## config.mk

```make
export PLATFORM = sky130hd
export DESIGN_NAME = pin_io_port
export DESIGN_NICKNAME = d
export VERILOG_FILES = /design/src/shared/pin_io_pkg.sv /design/src/shared/edge_evt_if.sv /design/src/rtl/osc_tick.sv /design/src/rtl/pin_filter.sv /design/src/rtl/pin_io_port.sv
export SDC_FILE = /design/constraint.sdc
export NUM_CORES = 1
export LEC_CHECK = 0
export ABC_CLOCK_PERIOD_IN_PS = 2300
export BUFFER_PORTS_ARGS = -buffer_cell sky130_fd_sc_hd__buf_4
export CORE_MARGIN = 8
export CORE_UTILIZATION = 35
export DETAILED_ROUTE_END_ITERATION = 8
export HOLD_SLACK_MARGIN = 0.08
export SETUP_SLACK_MARGIN = 0.2
export SLEW_MARGIN = 25
export SYNTH_ARGS = -nofsm -noshare
export SYNTH_HDL_FRONTEND = slang
export SYNTH_SLANG_ARGS = --single-unit
```

## constraint.sdc

```tcl
create_clock -name clk_i -period 2.3 [get_ports clk_i]
set_input_delay 0.46 -clock clk_i [delete_from_list [all_inputs] [get_ports clk_i]]
set_output_delay 0.46 -clock clk_i [all_outputs]
set_load 0.01 [all_outputs]
```

## src/shared/pin_io_pkg.sv

```systemverilog
// Purpose : Shared constants for the three-pin configurable I/O port
// Assumes : 40 MHz system clock, debounce timed from a slower internal oscillator tick
// Notes   : All timing counts are derived here from printed times
package pin_io_pkg;
  localparam int unsigned NUM_PINS          = 3;
  localparam int unsigned CLK_HZ            = 40_000_000;
  // Dedicated oscillator rate that times the debounce interval
  localparam int unsigned OSC_HZ            = 32_768;
  localparam int unsigned INPUT_DEBOUNCE_MS = 30;
  // Clock cycles per oscillator tick, rounded down
  localparam int unsigned OSC_DIV           = CLK_HZ / OSC_HZ;
  // Oscillator ticks for the debounce time, rounded up
  localparam int unsigned DEBOUNCE_TICKS    = (INPUT_DEBOUNCE_MS * OSC_HZ + 999) / 1000;
  // Pin indices with alternate functions
  localparam int unsigned PIN_ZERO          = 0;
  localparam int unsigned PIN_ONE           = 1;
  localparam int unsigned PIN_TWO           = 2;
  // Rail-two enable field codes that make the rail follow pin one
  localparam logic [2:0]  RAIL_PIN_CODE_A   = 3'h4;
  localparam logic [2:0]  RAIL_PIN_CODE_B   = 3'h5;
  // Reset values
  localparam logic        MASK_RESET        = 1'h1;
  localparam logic        LEVEL_RESET       = 1'h0;
endpackage

```

## src/shared/edge_evt_if.sv

```systemverilog
// Purpose : Carries debounced levels and edge events from the filter to the port top
// Assumes : Single clock domain
// Notes   : Events are one-cycle pulses
`timescale 1ns/10ps
interface edge_evt_if;
  logic level;   // Debounced or bypassed level
  logic rise;    // Rising edge pulse
  logic fall;    // Falling edge pulse
  modport source (output level, output rise, output fall);
  modport sink   (input level, input rise, input fall);
endinterface : edge_evt_if

```

## src/rtl/osc_tick.sv

```systemverilog
// Purpose : Slow timebase standing in for the dedicated debounce oscillator
// Assumes : Synchronous active-high reset
// Notes   : One-cycle tick every DIV clocks
`timescale 1ns/10ps
module osc_tick #(
  parameter int unsigned DIV = pin_io_pkg::OSC_DIV
) (
  input  wire logic clk_i,    // System clock
  input  wire logic reset_i,  // Synchronous reset
  output logic      tick_o    // Oscillator tick pulse
);
  typedef struct packed {
    logic [15:0] cnt;
    logic        tick;
  } state_s;
  state_s s_q;
  state_s s_d;

  // Free-running divider; debounce stays independent of host bus timing
  always_comb
  begin
    s_d      = s_q;
    s_d.tick = 1'b0;
    if (s_q.cnt == 16'(DIV - 1))
    begin
      s_d.cnt  = 16'h0000;
      s_d.tick = 1'b1;
    end
    else
      s_d.cnt = s_q.cnt + 16'h0001;
  end

  always_ff @(posedge clk_i)
  begin
    if (reset_i)
      s_q <= '0;
    else
      s_q <= s_d;
  end

  assign tick_o = s_q.tick;
endmodule // osc_tick

```

## src/rtl/pin_filter.sv

```systemverilog
// Purpose : Synchronise, optionally debounce, and edge-detect one input pin
// Assumes : Tick from the dedicated oscillator timebase
// Notes   : With debounce on, level changes only after the raw level holds TICKS ticks
`timescale 1ns/10ps
module pin_filter #(
  parameter int unsigned TICKS = pin_io_pkg::DEBOUNCE_TICKS
) (
  input  wire logic clk_i,    // System clock
  input  wire logic reset_i,  // Synchronous reset
  input  wire logic pin_i,    // Raw pin level
  input  wire logic dben_i,   // Debounce enable
  input  wire logic tick_i,   // Oscillator tick
  edge_evt_if.source evt      // Level and edges
);
  typedef struct packed {
    logic        s1;
    logic        s2;
    logic        lvl;
    logic [11:0] cnt;
    logic        rise;
    logic        fall;
  } state_s;
  state_s s_q;
  state_s s_d;

  // Two-stage sync, then filter; edges come from the filtered level only
  always_comb
  begin
    s_d      = s_q;
    s_d.s1   = pin_i;
    s_d.s2   = s_q.s1;
    s_d.rise = 1'b0;
    s_d.fall = 1'b0;
    if (!dben_i)
    begin
      s_d.lvl = s_q.s2;
      s_d.cnt = 12'h000;
    end
    else if (s_q.s2 == s_q.lvl)
      s_d.cnt = 12'h000;
    else if (tick_i)
    begin
      if (s_q.cnt == 12'(TICKS - 1))
      begin
        s_d.lvl = s_q.s2;
        s_d.cnt = 12'h000;
      end
      else
        s_d.cnt = s_q.cnt + 12'h001;
    end
    s_d.rise = s_d.lvl & ~s_q.lvl;
    s_d.fall = ~s_d.lvl & s_q.lvl;
  end

  always_ff @(posedge clk_i)
  begin
    if (reset_i)
      s_q <= '0;
    else
      s_q <= s_d;
  end

  assign evt.level = s_q.lvl;
  assign evt.rise  = s_q.rise;
  assign evt.fall  = s_q.fall;

  // Every level change gives exactly one event, and no event comes without one
  AST_ONE_EDGE: assert property (@(posedge clk_i) disable iff (reset_i)
    $changed(s_q.lvl) == (s_q.rise ^ s_q.fall)) else $error("level change without exactly one event");
  AST_BYPASS: assert property (@(posedge clk_i) disable iff (reset_i)
    (!dben_i && $rose(s_q.s2)) |=> s_q.rise) else $error("bypass edge missed");
endmodule // pin_filter

```

## src/rtl/pin_io_port.sv

```systemverilog
// Purpose : Three configurable pins with edge interrupts and alternate functions
// Assumes : Configuration bits arrive as plain ports held by a register block outside
// Notes   : Software clears sticky edge flags by pulsing the clear inputs
// Overview of operation
// - A direction bit of zero makes the pin an output, one makes it an input.
// - An output drives both levels when drive type is one and only pulls low when it is zero.
// - The input level bit follows the pin even while the pin is an output.
// - With debounce enabled the input's edges and alternate uses pass a 30 ms filter, otherwise they go straight through; the level bit is never filtered.
// - The debounce interval is timed from a dedicated oscillator timebase.
// - Rising and falling edges of each input are detected separately and flagged.
// - An edge interrupts only when its mask bit is zero.
// - Each pin has a readable alternate-mode select bit.
// - Pin zero in alternate mode drives the sequencer slot of rail two, active high.
// - Pin one in alternate mode is an active-high enable for rail two, replacing the sequencer enable.
// - With pin one alternate, enable codes 4 and 5 follow the pin, all other codes keep the rail on.
// - Pin two in alternate mode is ORed with the bias low-power bit to request low power.
// - The active-low interrupt output is the NOR of all unmasked interrupt bits.
// - After reset all interrupt masks are set.
`timescale 1ns/10ps
module pin_io_port #(
  parameter int unsigned N     = pin_io_pkg::NUM_PINS,
  parameter int unsigned TICKS = pin_io_pkg::DEBOUNCE_TICKS,
  parameter int unsigned DIV   = pin_io_pkg::OSC_DIV
) (
  input  wire logic         clk_i,                 // 40 MHz clock
  input  wire logic         reset_i,               // Synchronous reset
  input  wire logic [N-1:0] pin_in_i,              // Pin input level
  output logic      [N-1:0] pin_out_o,             // Pin output level
  output logic      [N-1:0] pin_oe_o,              // Pin output enable
  input  wire logic [N-1:0] pin_dir_i,             // 0 output, 1 input
  input  wire logic [N-1:0] pin_drive_type_i,      // 1 push-pull, 0 open-drain
  input  wire logic [N-1:0] pin_out_val_i,         // Output data
  input  wire logic [N-1:0] input_debounce_en_i,   // Debounce enable
  input  wire logic [N-1:0] pin_alt_select_i,      // Alternate mode select
  input  wire logic [N-1:0] input_rise_mask_i,     // Rising mask, written value
  input  wire logic [N-1:0] input_fall_mask_i,     // Falling mask, written value
  input  wire logic         mask_we_i,             // Load both masks
  input  wire logic [N-1:0] rise_clr_i,            // Clear rising flags
  input  wire logic [N-1:0] fall_clr_i,            // Clear falling flags
  input  wire logic [2:0]   rail_two_enable_field_i, // Rail two enable code
  input  wire logic         power_sequencer_slot_i,  // Sequencer slot for rail two
  input  wire logic         power_sequencer_en_i,    // Sequencer enables rail two
  input  wire logic         bias_low_power_bit_i,    // Register low-power bit
  input  wire logic         other_irq_i,           // Other unmasked interrupt sources
  output logic      [N-1:0] pin_input_level_o,     // Input status
  output logic      [N-1:0] pin_alt_select_o,      // Alternate mode readback
  output logic      [N-1:0] rise_flag_o,           // Sticky rising flags
  output logic      [N-1:0] fall_flag_o,           // Sticky falling flags
  output logic      [N-1:0] rise_mask_o,           // Current rising masks
  output logic      [N-1:0] fall_mask_o,           // Current falling masks
  output logic              rail_two_on_o,         // Rail two enabled
  output logic              bias_low_power_req_o,  // Low-power request
  output logic              irq_out_n_o,           // Interrupt, active low level
  output logic              irq_out_oe_o           // Interrupt open-drain enable
);
  ////////////////////////////////////////////////////////////////////////////
  typedef struct packed {
    logic [N-1:0] rmask;
    logic [N-1:0] fmask;
    logic [N-1:0] rflag;
    logic [N-1:0] fflag;
    logic [N-1:0] lvl_s1;
    logic [N-1:0] lvl_s2;
    logic [N-1:0] out;
    logic [N-1:0] oe;
    logic         rail;
    logic         lpm;
    logic         irq_n;
    logic [N-1:0] alt;
  } state_s;
  state_s s_q;
  state_s s_d;

  logic         tick;
  logic [N-1:0] lvl;
  logic [N-1:0] rise;
  logic [N-1:0] fall;
  logic [N-1:0] dben;

  ////////////////////////////////////////////////////////////////////////////
  // Shared oscillator timebase for all debounce filters
  osc_tick #(.DIV(DIV)) u_tick (
    .clk_i   (clk_i),
    .reset_i (reset_i),
    .tick_o  (tick)
  );

  // One filter per pin; alternate inputs are filtered too for clean levels
  for (genvar g = 0; g < N; g++)
  begin : g_pin
    edge_evt_if e ();
    // Filter only when the pin is an input with debounce on
    assign dben[g] = pin_dir_i[g] & input_debounce_en_i[g];
    pin_filter #(.TICKS(TICKS)) u_filt (
      .clk_i   (clk_i),
      .reset_i (reset_i),
      .pin_i   (pin_in_i[g]),
      .dben_i  (dben[g]),
      .tick_i  (tick),
      .evt     (e.source)
    );
    assign lvl[g]  = e.level;
    assign rise[g] = e.rise & pin_dir_i[g];
    assign fall[g] = e.fall & pin_dir_i[g];
  end

  ////////////////////////////////////////////////////////////////////////////
  // Next-state logic for pins, flags, masks and alternate functions
  always_comb
  begin
    s_d        = s_q;
    s_d.alt    = pin_alt_select_i;
    s_d.lvl_s1 = pin_in_i;
    s_d.lvl_s2 = s_q.lvl_s1;
    if (mask_we_i)
    begin
      s_d.rmask = input_rise_mask_i;
      s_d.fmask = input_fall_mask_i;
    end
    // Set wins over clear so no edge is lost
    s_d.rflag = (s_q.rflag & ~rise_clr_i) | rise;
    s_d.fflag = (s_q.fflag & ~fall_clr_i) | fall;
    for (int i = 0; i < N; i++)
    begin
      if (pin_alt_select_i[i] && i == pin_io_pkg::PIN_ZERO)
      begin
        s_d.out[i] = power_sequencer_slot_i;
        s_d.oe[i]  = 1'b1;
      end
      else if (pin_alt_select_i[i] || pin_dir_i[i])
      begin
        s_d.out[i] = 1'b0;
        s_d.oe[i]  = 1'b0;
      end
      else if (pin_drive_type_i[i])
      begin
        s_d.out[i] = pin_out_val_i[i];
        s_d.oe[i]  = 1'b1;
      end
      else
      begin
        s_d.out[i] = 1'b0;
        s_d.oe[i]  = ~pin_out_val_i[i];
      end
    end
    // Rail two: with pin one alternate, codes 4 and 5 follow pin one and others stay on; otherwise it follows the sequencer enable
    if (pin_alt_select_i[pin_io_pkg::PIN_ONE])
    begin
      if (rail_two_enable_field_i == pin_io_pkg::RAIL_PIN_CODE_A ||
          rail_two_enable_field_i == pin_io_pkg::RAIL_PIN_CODE_B)
        s_d.rail = lvl[pin_io_pkg::PIN_ONE];
      else
        s_d.rail = 1'b1;
    end
    else
      s_d.rail = power_sequencer_en_i;
    if (pin_alt_select_i[pin_io_pkg::PIN_ONE] && lvl[pin_io_pkg::PIN_ONE])
      s_d.rail = 1'b1;
    s_d.lpm = bias_low_power_bit_i |
              (pin_alt_select_i[pin_io_pkg::PIN_TWO] & lvl[pin_io_pkg::PIN_TWO]);
    // NOR of all unmasked bits, from the next flag and mask state
    s_d.irq_n = ~(|(s_d.rflag & ~s_d.rmask) | |(s_d.fflag & ~s_d.fmask) | other_irq_i);
  end

  ////////////////////////////////////////////////////////////////////////////
  // State register; masks come out of reset set
  always_ff @(posedge clk_i)
  begin
    if (reset_i)
    begin
      s_q       <= '0;
      s_q.rmask <= {N{pin_io_pkg::MASK_RESET}};
      s_q.fmask <= {N{pin_io_pkg::MASK_RESET}};
      s_q.irq_n <= 1'b1;
    end
    else
      s_q <= s_d;
  end

  ////////////////////////////////////////////////////////////////////////////
  // Outputs; interrupt pin drives low only, external pull-up gives high
  assign pin_out_o            = s_q.out;
  assign pin_oe_o             = s_q.oe;
  assign pin_input_level_o    = s_q.lvl_s2;
  assign pin_alt_select_o     = s_q.alt;
  assign rise_flag_o          = s_q.rflag;
  assign fall_flag_o          = s_q.fflag;
  assign rise_mask_o          = s_q.rmask;
  assign fall_mask_o          = s_q.fmask;
  assign rail_two_on_o        = s_q.rail;
  assign bias_low_power_req_o = s_q.lpm;
  assign irq_out_n_o          = 1'b0;
  assign irq_out_oe_o         = ~s_q.irq_n;

  ////////////////////////////////////////////////////////////////////////////
  // Checks
  // Masks and the interrupt pin; reset leaves every mask set
  AST_MASK_RESET: assert property (@(posedge clk_i)
    $fell(reset_i) |-> (&s_q.rmask && &s_q.fmask)) else $error("masks not set after reset");
  AST_MASKED_QUIET: assert property (@(posedge clk_i) disable iff (reset_i)
    (&s_q.rmask && &s_q.fmask && !other_irq_i && !mask_we_i) |=> !irq_out_oe_o) else $error("masked irq");
  AST_IRQ_NOR: assert property (@(posedge clk_i) disable iff (reset_i)
    ##1 (irq_out_oe_o == (|(s_q.rflag & ~s_q.rmask) | |(s_q.fflag & ~s_q.fmask) | $past(other_irq_i))))
    else $error("irq not NOR of unmasked bits");
  AST_MASK_LOAD: assert property (@(posedge clk_i) disable iff (reset_i)
    mask_we_i |=> (rise_mask_o == $past(input_rise_mask_i) && fall_mask_o == $past(input_fall_mask_i)))
    else $error("masks not loaded");

  // Flags are sticky; a clear only wins when no edge arrives with it
  AST_RISE_FLAG: assert property (@(posedge clk_i) disable iff (reset_i)
    rise[0] |=> rise_flag_o[0]) else $error("rising flag lost");
  AST_FALL_FLAG: assert property (@(posedge clk_i) disable iff (reset_i)
    fall[1] |=> fall_flag_o[1]) else $error("falling flag lost");
  AST_FLAG_STICKY: assert property (@(posedge clk_i) disable iff (reset_i)
    (rise_flag_o[2] && !rise_clr_i[2]) |=> rise_flag_o[2]) else $error("rising flag dropped without clear");
  AST_FLAG_CLEAR: assert property (@(posedge clk_i) disable iff (reset_i)
    (rise_clr_i[0] && !rise[0]) |=> !rise_flag_o[0]) else $error("rising flag not cleared");

  // Pin drive and readback follow direction, drive type and alternate select one clock later; status follows the pin two clocks later
  AST_STATUS: assert property (@(posedge clk_i) disable iff (reset_i)
    ##2 (pin_input_level_o == $past(pin_in_i, 2))) else $error("status not following pin");
  AST_DIR_IN: assert property (@(posedge clk_i) disable iff (reset_i)
    ##1 ((pin_oe_o & $past(pin_dir_i & ~pin_alt_select_i)) == '0)) else $error("input pin driven");
  AST_PUSH_PULL: assert property (@(posedge clk_i) disable iff (reset_i)
    (!pin_dir_i[0] && !pin_alt_select_i[0] && pin_drive_type_i[0])
    |=> (pin_oe_o[0] && pin_out_o[0] == $past(pin_out_val_i[0]))) else $error("push-pull output wrong");
  AST_OPEN_DRAIN: assert property (@(posedge clk_i) disable iff (reset_i)
    pin_oe_o[2] && !pin_alt_select_i[2] && !$past(pin_drive_type_i[2]) |-> !pin_out_o[2])
    else $error("open drain drove high");
  AST_READBACK: assert property (@(posedge clk_i) disable iff (reset_i)
    ##1 (pin_alt_select_o == $past(pin_alt_select_i))) else $error("alternate select readback wrong");
  AST_ALT0: assert property (@(posedge clk_i) disable iff (reset_i)
    pin_alt_select_i[0] |=> (pin_oe_o[0] && pin_out_o[0] == $past(power_sequencer_slot_i)))
    else $error("pin zero alternate output wrong");

  // Rail two and the low-power request
  AST_RAIL: assert property (@(posedge clk_i) disable iff (reset_i)
    (pin_alt_select_i[1] && rail_two_enable_field_i[2:1] != 2'h2) |=> rail_two_on_o)
    else $error("rail two dropped");
  AST_RAIL_OFF: assert property (@(posedge clk_i) disable iff (reset_i)
    (pin_alt_select_i[1] && rail_two_enable_field_i[2:1] == 2'h2 && !lvl[1]) |=> !rail_two_on_o)
    else $error("rail two on with pin one low");
  AST_RAIL_PIN: assert property (@(posedge clk_i) disable iff (reset_i)
    (pin_alt_select_i[1] && lvl[1]) |=> rail_two_on_o) else $error("rail two ignores pin one");
  AST_RAIL_SEQ: assert property (@(posedge clk_i) disable iff (reset_i)
    !pin_alt_select_i[1] |=> (rail_two_on_o == $past(power_sequencer_en_i)))
    else $error("rail two not following sequencer");
  AST_LPM: assert property (@(posedge clk_i) disable iff (reset_i)
    bias_low_power_bit_i |=> bias_low_power_req_o) else $error("low power not requested");
  AST_LPM_PIN: assert property (@(posedge clk_i) disable iff (reset_i)
    (pin_alt_select_i[2] && lvl[2]) |=> bias_low_power_req_o) else $error("low-power pin ignored");

  // Main scenarios to be seen at least once
  COV_RISE_IRQ: cover property (@(posedge clk_i) disable iff (reset_i) rise[0] && !s_q.rmask[0] ##2 irq_out_oe_o);
  COV_FALL_IRQ: cover property (@(posedge clk_i) disable iff (reset_i) fall[2] && !s_q.fmask[2] ##2 irq_out_oe_o);
  COV_RAIL_PIN: cover property (@(posedge clk_i) disable iff (reset_i)
    pin_alt_select_i[1] && rail_two_enable_field_i == pin_io_pkg::RAIL_PIN_CODE_A ##1 !rail_two_on_o);
  COV_MASKED_RISE: cover property (@(posedge clk_i) disable iff (reset_i)
    rise[2] && s_q.rmask[2] ##2 !irq_out_oe_o);
  COV_SEQ_RAIL: cover property (@(posedge clk_i) disable iff (reset_i)
    !pin_alt_select_i[1] && power_sequencer_en_i ##1 rail_two_on_o);
endmodule // pin_io_port

```

# Word level (Yosys, flattened, before mapping)
# Index checks and enable logic that the tools add are counted.
op_classes:
  bitwise: 45
  n_reduce_logical: 15
  addsub: 4
  mux: 31
  n_eq_ne: 9
op_table:
  columns: ["operator", "count"]
  rows:
  - ["2-to-1 mux 13 bit", 6]
  - ["2-to-1 mux 12 bit", 6]
  - ["adder 12 x 1 -> 12 bit, second input constant", 3]
  - ["== test 12 x 10 -> 1 bit, second input constant", 3]
  - ["OR reduction 3 bit", 7]
  - ["2-to-1 mux 1 bit", 18]
  - ["adder 16 x 1 -> 16 bit, second input constant", 1]
  - ["bitwise AND 1 bit", 16]
  - ["== test 16 x 11 -> 1 bit, second input constant", 1]
  - ["NOT 1 bit", 16]
  - ["bitwise AND 3 bit", 4]
  - ["NOT 3 bit", 4]
  - ["== test 3 bit, second input constant", 2]
  - ["2-to-1 mux 6 bit", 1]
  - ["OR 3 bit", 2]
  - ["OR reduction 2 bit", 3]
  - ["logical OR 1 bit", 4]
  - ["== test 1 bit", 3]
  - ["OR 1 bit", 3]
  - ["logical AND 1 bit", 1]
word_totals:
  out_inout_bits: 28
  regBits: 98
  input_bits: 40
  word_cells: 140

# Depth between registers and ports, before layout
# Gate-level depths: netlist of run 1.
depth:
  ltp_word: 8
  mapped_depth: 8
  ltp_nobuf: 5

# Modules after synthesis
# From an unflattened synthesis of run 1, not the netlist that was laid out.
hier_totals:
  hier_cells: 447
  area_unflattened_um2: 4185.3
modules_own_cells:
  columns: ["mod", "seq_area_each_um2", "area_per_inst_um2", "cells_each", "n_inst"]
  rows:
  - ["pin_filter", 340.3, 715.7, 77, 3]
  - ["pin_io_port", 600.6, 1241.2, 132, 1]
  - ["osc_tick", 340.3, 797.0, 84, 1]

# Least setup slack after synthesis of run 1
# OpenSTA, ideal clock, no wires.
synth_timing:
  path_kind: "register -> register"
  start: "register u_tick.s_q[1] in the netlist's numbering"
  end: "register u_tick.s_q[10] in the netlist's numbering"
  path_buffers: 3
  path_stages_with_launch: 9
  t_required_ps: 2183
  arrival_time_ps: 1628
  synth_period_minus_slack_ps: 1745
  path_slack_ps: 555
  setup_ps: 117
  cell_sequence: "dfxtp_1 -> ha_1 -> clkbuf_1 -> nor4b_1 -> nand4_1 -> nand2b_1 -> clkbuf_1 -> buf_2 -> nor2_1"
synth_between:
  elab_chain_cells: 2
  elab_cells_between_ends: 3
synth_rtl:
  columns: ["element", "line", "text"]
  rows:
  - ["start, declared", "osc_tick.sv:16", "state_s s_q;"]
  - ["start signal, assigned", "osc_tick.sv:36", "s_q <= '0;"]
  - ["start signal, assigned", "osc_tick.sv:38", "s_q <= s_d;"]
  - ["parallel branches: the longest is 2 deep, another holds adder 16 x 1 -> 16 bit", null, null]
# Several ways; the timed one is not identified.
# A chain may end at the register's enable or synchronous reset.

# Worst setup path in the final report of run 1
layout_timing:
  start: "register g_pin[1].u_filt.s_q[7] in the netlist's numbering"
  end: "register g_pin[1].u_filt.s_q[4] in the netlist's numbering"
layout_between:
  elab_chain_cells: 2
layout_rtl:
  columns: ["element", "line", "text"]
  rows:
  - ["start, declared", "pin_filter.sv:23", "state_s s_q;"]
  - ["start signal, assigned", "pin_filter.sv:58", "s_q <= '0;"]
  - ["start signal, assigned", "pin_filter.sv:60", "s_q <= s_d;"]
  - ["== test 12 x 10 -> 1 bit", "pin_filter.sv:43", "if (s_q.cnt == 12'(TICKS - 1))"]
  - ["2-to-1 mux 12 bit", "pin_filter.sv:43", null]
# Every way passes these cells.

==> report_table.html, run 1 <==
<table>
<tr><th>Metric</th><th>Value</th></tr>
<tr><th colspan="2">Drt</th></tr>
<tr><td>Initial detailed-routing violation count</td><td>134</td></tr>
<tr><td>Number of iterations in the first detailed-routing pass</td><td>4</td></tr>
<tr><td>DRC Markers</td><td>0</td></tr>
<tr><td>Overall routed net length</td><td>around 7700 µm</td></tr>
<tr><td>Wire per inst</td><td>12.4 µm</td></tr>
<tr><td>Via total after detailed routing</td><td>2929</td></tr>
<tr><td>Number of vias per cell</td><td>4.74</td></tr>
<tr><td>Post-route antenna net violation count</td><td>0</td></tr>
<tr><th colspan="2">Synth</th></tr>
<tr><td>Post-synth cell types</td><td>45</td></tr>
<tr><td>Area share of the largest cell type after synthesis</td><td>a little under half</td></tr>
<tr><td>Post-synthesis cell count</td><td>432</td></tr>
<tr><td>Most common cell in the netlist</td><td>dfxtp_1</td></tr>
<tr><td>Seq/Total Area, Yosys</td><td>46.6%</td></tr>
<tr><td>Most frequent cells after synthesis</td><td>92 x dfxtp_1, 68 x nor2_1, 32 x xnor2_1</td></tr>
<tr><td>Number of enable-type register cells in the synthesized netlist</td><td>0</td></tr>
<tr><td>Cell taking the most area after synthesis</td><td>dfxtp_1</td></tr>
<tr><td>Number of warnings issued by yosys</td><td>0</td></tr>
<tr><td>Average size of a mapped cell</td><td>roughly 9.2 µm²</td></tr>
<tr><td>Number of storage elements in the synthesis netlist</td><td>92</td></tr>
<tr><td>Post-synth top flop</td><td>dfxtp_1</td></tr>
<tr><td>Synthesized area</td><td>3950 µm²</td></tr>
<tr><td>Post-synthesis net count</td><td>476</td></tr>
<tr><td>Async set or reset register ratio after synthesis</td><td>0%</td></tr>
<tr><td>Top area cells in the synthesized netlist</td><td>dfxtp_1 47%, xnor2_1 7.1%, nor2_1 6.5%</td></tr>
<tr><th colspan="2">STA</th></tr>
<tr><td>Final setup violation count</td><td>0</td></tr>
<tr><td>Final Hold Vio Count</td><td>0</td></tr>
<tr><td>Fmax</td><td>504 MHz</td></tr>
<tr><td>Setup slack after layout</td><td>about 320 ps</td></tr>
<tr><td>RSZ-0062 raised after global routing</td><td>no</td></tr>
<tr><td>Relative slew slack</td><td>58.4%</td></tr>
<tr><td>Worst clock skew</td><td>approximately 6.7 ps</td></tr>
<tr><td>Sum of negative setup slack</td><td>0 ps</td></tr>
<tr><td>Final Slew Violations</td><td>0</td></tr>
<tr><td>Minimum period implied by the final worst setup slack</td><td>1980 ps</td></tr>
<tr><td>Final period util</td><td>86.2%</td></tr>
<tr><td>Worst Max-Slew Pin Slew</td><td>around 620 ps</td></tr>
<tr><th colspan="2">Flow run</th></tr>
<tr><td>MaxCap Viol Count</td><td>0</td></tr>
<tr><th colspan="2">Worst setup path</th></tr>
<tr><td>Required arrival time at the worst endpoint</td><td>2500 ps</td></tr>
<tr><td>Crit path DAT</td><td>approximately 2200 ps</td></tr>
<tr><td>Start-to-end type of the worst setup path</td><td>reg -&gt; reg</td></tr>
<tr><td>Cell type of the slowest stage on the worst timing path</td><td>or4b_1</td></tr>
<tr><td>Largest fanout on the critical path</td><td>12</td></tr>
<tr><td>Sort of element at the end of the critical path</td><td>flop</td></tr>
<tr><td>Family with the most delay on the worst path</td><td>simple AND/OR/NAND/NOR gates</td></tr>
<tr><td>Ordered list of cells on the worst path</td><td>or4b_1, o41ai_2, or3_1, nor2_1</td></tr>
<tr><td>Launching element type of the critical path</td><td>flop</td></tr>
<tr><td>Worst Path Buf+Inv</td><td>0</td></tr>
<tr><td>Peak per-stage delay on the critical path</td><td>around 540 ps</td></tr>
<tr><th colspan="2">Clock network</th></tr>
<tr><td>Worst skew pair latency</td><td>330 ps</td></tr>
<tr><td>Setup fix buffers added after clock tree synthesis</td><td>0</td></tr>
<tr><td>Depth of the CTS H-tree</td><td>3</td></tr>
<tr><td>CTS tree</td><td>yes</td></tr>
<tr><td>Post-CTS Hold Fix Bufs</td><td>0</td></tr>
<tr><td>Clock Tree Buf Depth</td><td>2</td></tr>
<tr><td>Root cell of the clock tree</td><td>clkbuf_16</td></tr>
<tr><td>CTS buffer count</td><td>9</td></tr>
<tr><td>Total number of clock tree sinks</td><td>92</td></tr>
<tr><td>Clock-pin slew reported for the worst setup and hold paths after clock tree synthesis</td><td>~60 ps</td></tr>
<tr><td>Quantity of gates resized following cts</td><td>0</td></tr>
<tr><th colspan="2">Placement</th></tr>
<tr><td>Dpl hpwl</td><td>5610 µm</td></tr>
<tr><td>Cell Count Post-Placement</td><td>602</td></tr>
<tr><td>Port Buffers</td><td>between 60 and 70</td></tr>
<tr><td>Routability Congestion</td><td>0.787</td></tr>
<tr><td>Worst-case setup slack after placement</td><td>about 310 ps</td></tr>
<tr><th colspan="2">Final layout</th></tr>
<tr><td>Layout overhead on the synthesized area</td><td>18.2%</td></tr>
<tr><td>Fill cells</td><td>1110</td></tr>
<tr><td>Share of final-layout standard cells stronger than drive strength 1</td><td>20.6%</td></tr>
<tr><td># nets final</td><td>roughly 510</td></tr>
<tr><td>Number of standard cells in the layout, taps in and fillers out</td><td>618</td></tr>
<tr><td>Antenna diode instance count</td><td>0</td></tr>
<tr><td>Area of the multi-input gates</td><td>1780 µm²</td></tr>
<tr><td>Combined flip-flop and latch cell area</td><td>about 1800 µm²</td></tr>
<tr><th colspan="2">Pwr</th></tr>
<tr><td>Total power divided by cell area</td><td>700 nW/µm²</td></tr>
<tr><td>Power after layout</td><td>3.27 mW</td></tr>
<tr><td>Peak supply drop</td><td>345 µV</td></tr>
<tr><td>Leakage power summed over all cells</td><td>1.68 nW</td></tr>
<tr><th colspan="2">Die</th></tr>
<tr><td>Vert. Die Dim</td><td>around 120 µm</td></tr>
<tr><td>Die extent in x</td><td>122 µm</td></tr>
<tr><td>Total number of placement rows</td><td>39</td></tr>
<tr><td>Floorplan Core Area</td><td>around 11000 µm²</td></tr>
<tr><td>Die Footprint</td><td>15000 µm²</td></tr>
<tr><td>Number of ports placed on the die boundary</td><td>68</td></tr>
<tr><td>Starting density of the core</td><td>a little over a third</td></tr>
<tr><th colspan="2">GRT</th></tr>
<tr><td>GRT Overall Usage</td><td>10.2%</td></tr>
<tr><td>Antenna violations before repair</td><td>0</td></tr>
<tr><td>Vias in the first global route</td><td>2636</td></tr>
<tr><td>Maximum number of pins on one net before global-route repair</td><td>27</td></tr>
<tr><td>Gr ovfl total</td><td>0</td></tr>
<tr><td>First-pass GRT wire length</td><td>12400 µm</td></tr>
<tr><th colspan="2">Run status</th></tr>
<tr><td>Result of the run</td><td>complete, no violations</td></tr>
<tr><th colspan="2">Min path</th></tr>
<tr><td>Worst hold-check path type</td><td>in -&gt; reg</td></tr>
</table>
cells by family (layout without fill, tap and decap cells):
kind of cell / Yosys count / count (layout) / synth area share, %
DFF: 92 / 92 / 46.6
and+or+nand+nor: 199 / 199 / 27.1
xor gates and xnor gates: 48 / 48 / 10.6
muxes: 10 / 10 / 2.59
other: 1 / 1 / 0.0948
adders and majority gates: 4 / 4 / 1.27
AOI/OAI and AO/OA: 20 / 20 / 3.45
buffers and inverters: 58 / 101 / 8.29
per-layer routing:
| layer | part of all wire (%) | track usage, % | vias to the layer above | routed length (µm) |
|---|---|---|---|---|
| li1 | - | - | 1494 | - |
| met1 | 48 | 13.1 | 1336 | 3690 |
| met2 | 43 | 15.6 | 90 | 3290 |
| met3 | 7.5 | 2.85 | 9 | 576 |
| met4 | 1.7 | 4.80 | 0 | 134 |
| met5 | 0 | 0 | - | 0 |
report_power, final:
part | switching (mW) | internal (mW)
registers | 0.0163 | 1.62
logic | 0.0852 | 0.103
clock network | 0.572 | 0.870
total | 0.674 | 2.60
area by class of cell:
class	instances	area share [%]
clock buffer	12	5.27
tap	143	3.83
clock inverter	4	1.04
sequential	92	39.4
multi-input combinational	282	38.2
inverter	17	1.37
timing repair buffer	68	10.9
path summary, 6_finish.rpt:
| check | cells past startpoint | from | end | slack (ps) |
|---|---|---|---|---|
| worst max-delay path | 4 | g_pin[1].u_filt.s_q[7]$_SDFFE_PP0P_ | g_pin[1].u_filt.s_q[4]$_SDFFE_PP0P_ | 320 |
| worst min-delay path | 2 | pin_alt_select_i[2] | pin_out_o[2]$_SDFF_PP0_ | 310 |
| worst max register to register | 4 | g_pin[1].u_filt.s_q[7]$_SDFFE_PP0P_ | g_pin[1].u_filt.s_q[4]$_SDFFE_PP0P_ | 320 |
| worst min register to register | 1 | s_d[13]$_SDFF_PP0_ | pin_input_level_o[1]$_SDFF_PP0_ | 440 |
per-stage QoR:
step | hold slack [ps] | utilization [%] | cell area (µm²)
5_1_grt | 303 | 41.6 | 4670
6_report | 312 | 41.6 | 4670
2_1_floorplan | 414 | - | 3950
4_1_cts | 295 | 41.6 | 4670
3_3_place_gp | 421 | 39.0 | 4380
3_5_place_dp | 425 | 39.0 | 4380
flip-flops by register name, summed over array words and instances (netlist names):
signal                  count
bias_low_power_req_o        1
fall_flag_o                 3
fall_mask_o                 3
g_pin.u_filt.evt.fall       3
g_pin.u_filt.evt.level      3
g_pin.u_filt.evt.rise       3
g_pin.u_filt.s_q           36
pin_alt_select_o            3
pin_input_level_o           3
pin_oe_o                    3
pin_out_o                   3
rail_two_on_o               1
rise_flag_o                 3
rise_mask_o                 3
s_d                         3
s_q                         1
u_tick.s_q                 16
u_tick.tick_o               1
layout by cell type (no fill, tap or decap), types with 3 or more instances in the layout:
cell type	synthesis	layout
a21oi_1	6	6
and2_1	4	4
and4_1	5	5
buf_4	27	68
clkbuf_16	0	9
dfxtp_1	92	92
ha_1	4	4
inv_1	17	17
mux2i_1	8	8
nand2_1	19	19
nand2b_1	12	12
nand3_1	14	14
nand4_1	16	16
nor2_1	68	68
nor2b_1	13	13
nor3_1	13	13
nor3_2	4	4
nor4_1	9	9
o21ai_0	4	4
or4b_1	3	3
xnor2_1	32	32
xor2_1	16	16
Note: power is estimated with default switching activity, not from simulation.
==> run 2, diff against run 1 <==
Settings changed: PLACE_DENSITY set to 0.51.
==> run 2 against run 1 <==
Against the previous run: combinational power about the same; via count decreased by 0.99%; utilization shrank 0.28 points; global-route usage grew 0.72 points; clock-buffer cell count unchanged; sequential share of layout area rose by 0.27 points; critical path type unchanged; critical endpoint is now g_pin[1].u_filt.s_q[6]$_SDFFE_PP0P_; highest routed layer unchanged.
==> report_table.html, run 2 (synthesis gave the netlist of run 1 again) <==
<table>
<tr><th>Metric</th><th>Value</th></tr>
<tr><th colspan="2">Final layout</th></tr>
<tr><td>Layout overhead on the synthesized area</td><td>17.4%</td></tr>
<tr><td>Fill cells</td><td>1116 (+0.54%)</td></tr>
<tr><td>Max reg flops</td><td>36 (unchanged)</td></tr>
<tr><td>Antenna diode instance count</td><td>0 (unchanged)</td></tr>
<tr><td>Largest registers</td><td>g_pin.u_filt.s_q: 36 flops, u_tick.s_q: 16 flops</td></tr>
<tr><td>Combined flip-flop and latch cell area</td><td>1840 µm² (unchanged)</td></tr>
<tr><td># nets final</td><td>515 (+0.19%)</td></tr>
<tr><td>Area of the multi-input gates</td><td>1790 µm² (+0.28%)</td></tr>
<tr><td>Register with the most flip-flops</td><td>g_pin.u_filt.s_q</td></tr>
<tr><td>Share of final-layout standard cells stronger than drive strength 1</td><td>20.6% (unchanged)</td></tr>
<tr><td>Most common cell after layout, fill and taps aside</td><td>dfxtp_1</td></tr>
<tr><td>Most used cells in the layout excluding fill and tap cells</td><td>92 x dfxtp_1, 69 x buf_4, 68 x nor2_1</td></tr>
<tr><th colspan="2">STA</th></tr>
<tr><td>Fmax</td><td>538 MHz (+6.6%)</td></tr>
<tr><td>Minimum period implied by the final worst setup slack</td><td>1860 ps (-124 ps)</td></tr>
<tr><td>Final setup violation count</td><td>0 (unchanged)</td></tr>
<tr><td>Final Slew Violations</td><td>0 (unchanged)</td></tr>
<tr><td>Worst clock skew</td><td>4.40 ps (-2.29 ps)</td></tr>
<tr><td>Relative slew slack</td><td>59.6% (+1.2 points)</td></tr>
<tr><td>Worst Max-Slew Pin Slew</td><td>606 ps (-17.7 ps)</td></tr>
<tr><td>RSZ-0062 raised after global routing</td><td>no</td></tr>
<tr><td>Final Hold Vio Count</td><td>0 (unchanged)</td></tr>
<tr><td>Final period util</td><td>80.9% (-5.4 points)</td></tr>
<tr><td>Sum of negative setup slack</td><td>0 ps (unchanged)</td></tr>
<tr><td>Final Hold Slack</td><td>305 ps (-7.03 ps)</td></tr>
<tr><th colspan="2">Run status</th></tr>
<tr><td>Result of the run</td><td>complete, no violations</td></tr>
<tr><th colspan="2">Min path</th></tr>
<tr><td>Worst hold-check path type</td><td>in -&gt; reg</td></tr>
<tr><td>Hold depth</td><td>2 (unchanged)</td></tr>
<tr><td>End point of the most critical hold path</td><td>pin_out_o[2]$_SDFF_PP0_</td></tr>
<tr><td>Startpoint of the worst hold path</td><td>pin_alt_select_i[2]</td></tr>
<tr><th colspan="2">GRT</th></tr>
<tr><td>Gr ovfl total</td><td>0 (unchanged)</td></tr>
<tr><td>Vias in the first global route</td><td>2780 (+5.5%)</td></tr>
<tr><td>GRT Overall Usage</td><td>10.9% (+0.72 points)</td></tr>
<tr><td>Antenna violations before repair</td><td>0 (unchanged)</td></tr>
<tr><td>First-pass GRT wire length</td><td>13000 µm (+4.9%)</td></tr>
<tr><td>Maximum number of pins on one net before global-route repair</td><td>25 (-7.4%)</td></tr>
<tr><th colspan="2">Placement</th></tr>
<tr><td>Dpl hpwl</td><td>5690 µm (+1.5%)</td></tr>
<tr><td>Port Buffers</td><td>65 (unchanged)</td></tr>
<tr><td>Routability Congestion</td><td>0.746 (-5.3%)</td></tr>
<tr><th colspan="2">Worst setup path</th></tr>
<tr><td>Cell type of the slowest stage on the worst timing path</td><td>or4b_1</td></tr>
<tr><td>Largest fanout on the critical path</td><td>12 (unchanged)</td></tr>
<tr><td>Ordered list of cells on the worst path</td><td>or4b_1, o41ai_2, or3_4, nor2_1</td></tr>
<tr><td>Start-to-end type of the worst setup path</td><td>reg -&gt; reg</td></tr>
<tr><td>Required arrival time at the worst endpoint</td><td>2530 ps (+30 ps)</td></tr>
<tr><td>Worst-case register-to-register setup slack</td><td>440 ps (+120 ps)</td></tr>
<tr><td>CP Launch Point</td><td>g_pin[1].u_filt.s_q[7]$_SDFFE_PP0P_</td></tr>
<tr><td>Count of cells along the worst register-to-register path</td><td>4 (unchanged)</td></tr>
<tr><td>Launching element type of the critical path</td><td>flop</td></tr>
<tr><td>Launch instance of the worst register-to-register path</td><td>g_pin[1].u_filt.s_q[7]$_SDFFE_PP0P_</td></tr>
<tr><td>Peak per-stage delay on the critical path</td><td>540 ps (about the same)</td></tr>
<tr><td>Sort of element at the end of the critical path</td><td>flop</td></tr>
<tr><td>Endpoint of the worst register-to-register path</td><td>g_pin[1].u_filt.s_q[6]$_SDFFE_PP0P_</td></tr>
<tr><td>Crit path DAT</td><td>2090 ps (-100 ps)</td></tr>
<tr><th colspan="2">Die</th></tr>
<tr><td>Floorplan Core Area</td><td>11200 µm² (unchanged)</td></tr>
<tr><td>Total number of placement rows</td><td>39 (unchanged)</td></tr>
<tr><td>Starting density of the core</td><td>35.2% (unchanged)</td></tr>
<tr><td>Die extent in x</td><td>122 µm (unchanged)</td></tr>
<tr><td>Die Footprint</td><td>15000 µm² (unchanged)</td></tr>
<tr><td>Number of ports placed on the die boundary</td><td>68 (unchanged)</td></tr>
<tr><td>Vert. Die Dim</td><td>122 µm (unchanged)</td></tr>
<tr><th colspan="2">Pwr</th></tr>
<tr><td>Peak supply drop</td><td>293 µV (-15%)</td></tr>
<tr><td>Leakage power summed over all cells</td><td>1.67 nW (-0.78%)</td></tr>
<tr><td>Total power divided by cell area</td><td>674 nW/µm² (-3.6%)</td></tr>
<tr><th colspan="2">Drt</th></tr>
<tr><td>Number of iterations in the first detailed-routing pass</td><td>4 (unchanged)</td></tr>
<tr><td>Wire per inst</td><td>12.7 µm (+2.1%)</td></tr>
<tr><td>Via total after detailed routing</td><td>2900 (-0.99%)</td></tr>
<tr><td>Number of vias per cell</td><td>4.69 (-0.99%)</td></tr>
<tr><td>Overall routed net length</td><td>7850 µm (+2.1%)</td></tr>
<tr><td>Post-route antenna net violation count</td><td>0 (unchanged)</td></tr>
<tr><td>DRC Markers</td><td>0 (unchanged)</td></tr>
<tr><td>Initial detailed-routing violation count</td><td>121 (-9.7%)</td></tr>
<tr><th colspan="2">Clock network</th></tr>
<tr><td>Clock Tree Buf Depth</td><td>2 (unchanged)</td></tr>
<tr><td>Setup fix buffers added after clock tree synthesis</td><td>0 (unchanged)</td></tr>
<tr><td>Post-CTS Hold Fix Bufs</td><td>0 (unchanged)</td></tr>
<tr><td>Total number of clock tree sinks</td><td>92 (unchanged)</td></tr>
<tr><td>Depth of the CTS H-tree</td><td>3 (unchanged)</td></tr>
<tr><td>Worst skew pair latency</td><td>340 ps (about the same)</td></tr>
<tr><td>Clock-pin slew reported for the worst setup and hold paths after clock tree synthesis</td><td>60 ps (about the same)</td></tr>
<tr><td>CTS buffer count</td><td>9 (unchanged)</td></tr>
<tr><td>CTS tree</td><td>yes</td></tr>
<tr><td>Root cell of the clock tree</td><td>clkbuf_16</td></tr>
<tr><th colspan="2">Flow run</th></tr>
<tr><td>MaxCap Viol Count</td><td>0 (unchanged)</td></tr>
</table>
-- run 2: cell count changes in the layout (fill, tap and decap cells not counted) --
| cell | change |
|---|---|
| or3_1 | -1 |
| clkinv_4 | -1 |
| clkbuf_1 | +1 |
| clkbuf_8 | -1 |
| buf_4 | +1 |
| bufinv_16 | -1 |
| or3_4 | +1 |
| clkinv_2 | +1 |
-- run 2: how the worst max path moves through the flow --
stage,endpoint,slack [ps]
finish,g_pin[1].u_filt.s_q[6]$_SDFFE_PP0P_,440
global route,g_pin[1].u_filt.evt.rise$_SDFF_PP0_,290
CTS,g_pin[1].u_filt.s_q[6]$_SDFFE_PP0P_,230
detailed placement,g_pin[1].u_filt.s_q[6]$_SDFFE_PP0P_,250
global placement,g_pin[1].u_filt.s_q[11]$_SDFFE_PP0P_,310
floorplan,u_tick.s_q[10]$_SDFF_PP0_,560
-- run 2: per-stage QoR --
stage	cells	cell area (µm²)	utilization, %	setup WS [ps]	total power [mW]
final	618	4640	41.4	440	3.13
after global routing	618	4640	41.4	290	3.28
after CTS	618	4640	41.3	231	3.19
after detailed placement	603	4390	39.1	254	1.87
after global placement	603	4390	39.1	313	1.86
after floorplan	432	3950	-	555	1.78
-- run 2: worst max-delay path: cells and delay by family, from the launching register on --
| kind | cells | cell delay, ps |
|---|---|---|
| and+or+nand+nor | 3 | 900 |
| AOI/OAI and AO/OA | 1 | 500 |
| DFF | 1 | 350 |
-- run 2: layout make-up --
class	instances	area share, %
Tap cell	143	3.85
Timing Repair Buffer	69	11.2
Clock buffer	12	5.09
Clock inverter	3	0.323
Multi-Input combinational cell	282	38.5
Inverter	17	1.37
Sequential cell	92	39.7
-- run 2: power by group --
group | total (mW) | internal [mW] | switching [mW]
registers | 1.64 | 1.62 | 0.0162
logic | 0.187 | 0.103 | 0.0840
clock network | 1.30 | 0.722 | 0.581
total | 3.13 | 2.45 | 0.681
-- run 2: metal layers --
layer / wire, µm / global-route usage (%) / vias to the layer above
li1: - / - / 1504
met1: 3760 / 13.4 / 1312
met2: 3330 / 16.8 / 72
met3: 585 / 3.31 / 12
met4: 176 / 6.17 / 0
met5: 0 / 0 / -
-- run 2: timing repair --
item / in CTS / in global routing
gates resized for setup: 0 / 1
setup endpoints to repair: 0 / 12
hold endpoints to repair: 0 / 0
==> run 3, diff against run 2 <==
Settings changed: ABC_CLOCK_PERIOD_IN_PS 2300 to 1600, PLACE_DENSITY 0.51 to 0.53.
Clock period 2.3 ns to 1.6 ns, I/O delays scaled along.
==> run 3 against run 2 <==
Against the previous run: the run now ends with negative setup slack left; sequential power grew 44%; critical path depth unchanged; clock-buffer cell count fell by 2; worst hold slack worse by 140 ps.
==> report_table.html, run 3 (synthesis gave the netlist of run 1 again) <==
<table>
<tr><th>Metric</th><th>Value</th></tr>
<tr><th colspan="2">Pwr</th></tr>
<tr><td>Total power divided by cell area</td><td>898 nW/µm² (+33%)</td></tr>
<tr><td>Power after layout</td><td>4.62 mW (+48%)</td></tr>
<tr><td>Leakage power summed over all cells</td><td>1.85 nW (+11%)</td></tr>
<tr><td>Peak supply drop</td><td>519 µV (+77%)</td></tr>
<tr><th colspan="2">Die</th></tr>
<tr><td>Die extent in x</td><td>122 µm (unchanged)</td></tr>
<tr><td>Vert. Die Dim</td><td>122 µm (unchanged)</td></tr>
<tr><td>Total number of placement rows</td><td>39 (unchanged)</td></tr>
<tr><td>Floorplan Core Area</td><td>11200 µm² (unchanged)</td></tr>
<tr><td>Number of ports placed on the die boundary</td><td>68 (unchanged)</td></tr>
<tr><td>Die Footprint</td><td>15000 µm² (unchanged)</td></tr>
<tr><td>Starting density of the core</td><td>35.2% (unchanged)</td></tr>
<tr><th colspan="2">Clock network</th></tr>
<tr><td>CTS buffer count</td><td>9 (unchanged)</td></tr>
<tr><td>Root cell of the clock tree</td><td>clkbuf_16</td></tr>
<tr><td>Worst skew pair latency</td><td>330 ps (about the same)</td></tr>
<tr><td>Clock Tree Buf Depth</td><td>2 (unchanged)</td></tr>
<tr><td>Depth of the CTS H-tree</td><td>3 (unchanged)</td></tr>
<tr><td>Total number of clock tree sinks</td><td>92 (unchanged)</td></tr>
<tr><td>Clock-pin slew reported for the worst setup and hold paths after clock tree synthesis</td><td>60 ps (about the same)</td></tr>
<tr><td>CTS tree</td><td>yes</td></tr>
<tr><th colspan="2">Placement</th></tr>
<tr><td>Port Buffers</td><td>65 (unchanged)</td></tr>
<tr><td>Dpl hpwl</td><td>6060 µm (+6.4%)</td></tr>
<tr><td>Cell Count Post-Placement</td><td>629 (+4.3%)</td></tr>
<tr><td>Routability Congestion</td><td>0.745 (about the same)</td></tr>
<tr><th colspan="2">Min path</th></tr>
<tr><td>Hold depth</td><td>2 (unchanged)</td></tr>
<tr><td>Worst hold-check path type</td><td>in -&gt; reg</td></tr>
<tr><th colspan="2">STA</th></tr>
<tr><td>Worst clock skew</td><td>6.80 ps (+2.40 ps)</td></tr>
<tr><td>Final setup violation count</td><td>15 (+15)</td></tr>
<tr><td>Final period util</td><td>104% (+23 points)</td></tr>
<tr><td>Final Slew Violations</td><td>0 (unchanged)</td></tr>
<tr><td>Fmax</td><td>600 MHz (+12%)</td></tr>
<tr><td>Minimum period implied by the final worst setup slack</td><td>1670 ps (-194 ps)</td></tr>
<tr><td>Final Hold Vio Count</td><td>0 (unchanged)</td></tr>
<tr><td>Setup slack after layout</td><td>-65.7 ps (-506 ps)</td></tr>
<tr><td>Final Hold Slack</td><td>169 ps (-136 ps)</td></tr>
<tr><td>RSZ-0062 raised after global routing</td><td>yes</td></tr>
<tr><th colspan="2">Worst setup path</th></tr>
<tr><td>Largest fanout on the critical path</td><td>4 (-8)</td></tr>
<tr><td>Start-to-end type of the worst setup path</td><td>reg -&gt; reg</td></tr>
<tr><td>Launching element type of the critical path</td><td>flop</td></tr>
<tr><td>Sort of element at the end of the critical path</td><td>flop</td></tr>
<tr><td>Required arrival time at the worst endpoint</td><td>1870 ps (-660 ps)</td></tr>
<tr><td>Count of cells along the worst register-to-register path</td><td>4 (unchanged)</td></tr>
<tr><td>Crit path DAT</td><td>1930 ps (-160 ps)</td></tr>
<tr><th colspan="2">Final layout</th></tr>
<tr><td>Largest registers</td><td>g_pin.u_filt.s_q: 36 flops, u_tick.s_q: 16 flops</td></tr>
<tr><td>Final cell utilization of the core</td><td>45.9% (+4.5 points)</td></tr>
<tr><td>Antenna diode instance count</td><td>0 (unchanged)</td></tr>
<tr><td># nets final</td><td>544 (+5.6%)</td></tr>
<tr><td>Register with the most flip-flops</td><td>g_pin.u_filt.s_q</td></tr>
<tr><td>Layout overhead on the synthesized area</td><td>30.2%</td></tr>
<tr><td>Share of final-layout standard cells stronger than drive strength 1</td><td>35.0% (+14 points)</td></tr>
<tr><td>Max reg flops</td><td>36 (unchanged)</td></tr>
<tr><td>Most common cell after layout, fill and taps aside</td><td>buf_4</td></tr>
<tr><td>Most used cells in the layout excluding fill and tap cells</td><td>93 x buf_4, 80 x dfxtp_1, 49 x nor2_1</td></tr>
<tr><td>Number of standard cells in the layout, taps in and fillers out</td><td>648 (+4.9%)</td></tr>
<tr><th colspan="2">Drt</th></tr>
<tr><td>Number of iterations in the first detailed-routing pass</td><td>4 (unchanged)</td></tr>
<tr><td>Post-route antenna net violation count</td><td>0 (unchanged)</td></tr>
<tr><td>Overall routed net length</td><td>8330 µm (+6.0%)</td></tr>
<tr><td>DRC Markers</td><td>0 (unchanged)</td></tr>
<tr><td>Wire per inst</td><td>12.8 µm (+1.1%)</td></tr>
<tr><td>Initial detailed-routing violation count</td><td>94 (-22%)</td></tr>
<tr><td>Via total after detailed routing</td><td>3009 (+3.8%)</td></tr>
<tr><td>Number of vias per cell</td><td>4.64 (-1.0%)</td></tr>
<tr><th colspan="2">GRT</th></tr>
<tr><td>Gr ovfl total</td><td>0 (unchanged)</td></tr>
<tr><td>First-pass GRT wire length</td><td>13800 µm (+5.5%)</td></tr>
<tr><td>Vias in the first global route</td><td>2976 (+7.1%)</td></tr>
<tr><td>GRT Overall Usage</td><td>11.4% (+0.43 points)</td></tr>
<tr><td>Maximum number of pins on one net before global-route repair</td><td>22 (-12%)</td></tr>
<tr><td>Antenna violations before repair</td><td>0 (unchanged)</td></tr>
<tr><th colspan="2">Run status</th></tr>
<tr><td>Result of the run</td><td>finished, violations left</td></tr>
<tr><td>Violations in the final reports</td><td>negative setup slack</td></tr>
<tr><th colspan="2">Flow run</th></tr>
<tr><td>MaxCap Viol Count</td><td>0 (unchanged)</td></tr>
</table>
==> run 3: cell type report <==
cell class	instances	area, µm²
Inverter	17	63.8
Timing Repair Buffer	96	754
Tap cell	143	179
Clock inverter	6	40.0
Clock buffer	10	239
Multi-Input combinational cell	284	2010
Sequential cell	92	1860
Fill cell	1131	6080
==> run 3: per-layer routing <==
metal	track usage (%)	up-vias	wire length, µm
li1	-	1558	-
met1	14.3	1389	3980
met2	18.0	53	3750
met3	2.81	9	471
met4	5.26	0	123
met5	0	-	0
==> run 3: path summary, 6_finish.rpt <==
| kind | from | to | slack, ps |
|---|---|---|---|
| worst min register to register | s_d[12]$_SDFF_PP0_ | pin_input_level_o[0]$_SDFF_PP0_ | 440 |
| worst max register to register | g_pin[2].u_filt.s_q[13]$_SDFFE_PP0P_ | g_pin[2].u_filt.evt.level$_SDFF_PP0_ | -70 |
| worst max-delay path | g_pin[2].u_filt.s_q[13]$_SDFFE_PP0P_ | g_pin[2].u_filt.evt.level$_SDFF_PP0_ | -70 |
| worst min-delay path | pin_alt_select_i[2] | pin_out_o[2]$_SDFF_PP0_ | 170 |
==> run 3: report_power, final <==
group / total, mW / leakage [nW] / switching (mW) / internal (mW)
Sequential: 2.36 / 0.753 / 0.0256 / 2.33
Combinational: 0.304 / 0.966 / 0.137 / 0.167
Clock: 1.96 / 0.127 / 0.867 / 1.09
Total: 4.62 / 1.85 / 1.03 / 3.59
==> run 3: through the flow <==
step	setup TNS (ps)	area, µm²	worst slack [ps]
after detailed placement	-2450	4630	-102
final	-349	5150	-65.7
after CTS	-864	4930	-49.8
after floorplan	-1780	4030	-66.8
after global routing	-2360	5150	-105
after global placement	-1850	4630	-73.9
==> run 3: what timing repair did <==
item                                   4_1_cts  5_1_grt
hold buffers                                 0        0
cloned                                       1        2
pin swaps                                    2       22
gates resized for setup                      2       50
setup endpoints to repair                   45       61
setup buffers                                0        0
endpoints found under the hold margin        0        0
==> run 3: worst max-delay path, stage by stage (launching register included) <==
cell and delay [ps]:
dfxtp_2 320, or4b_1 510, or4_4 480, and2_4 180
o21ai_2 100
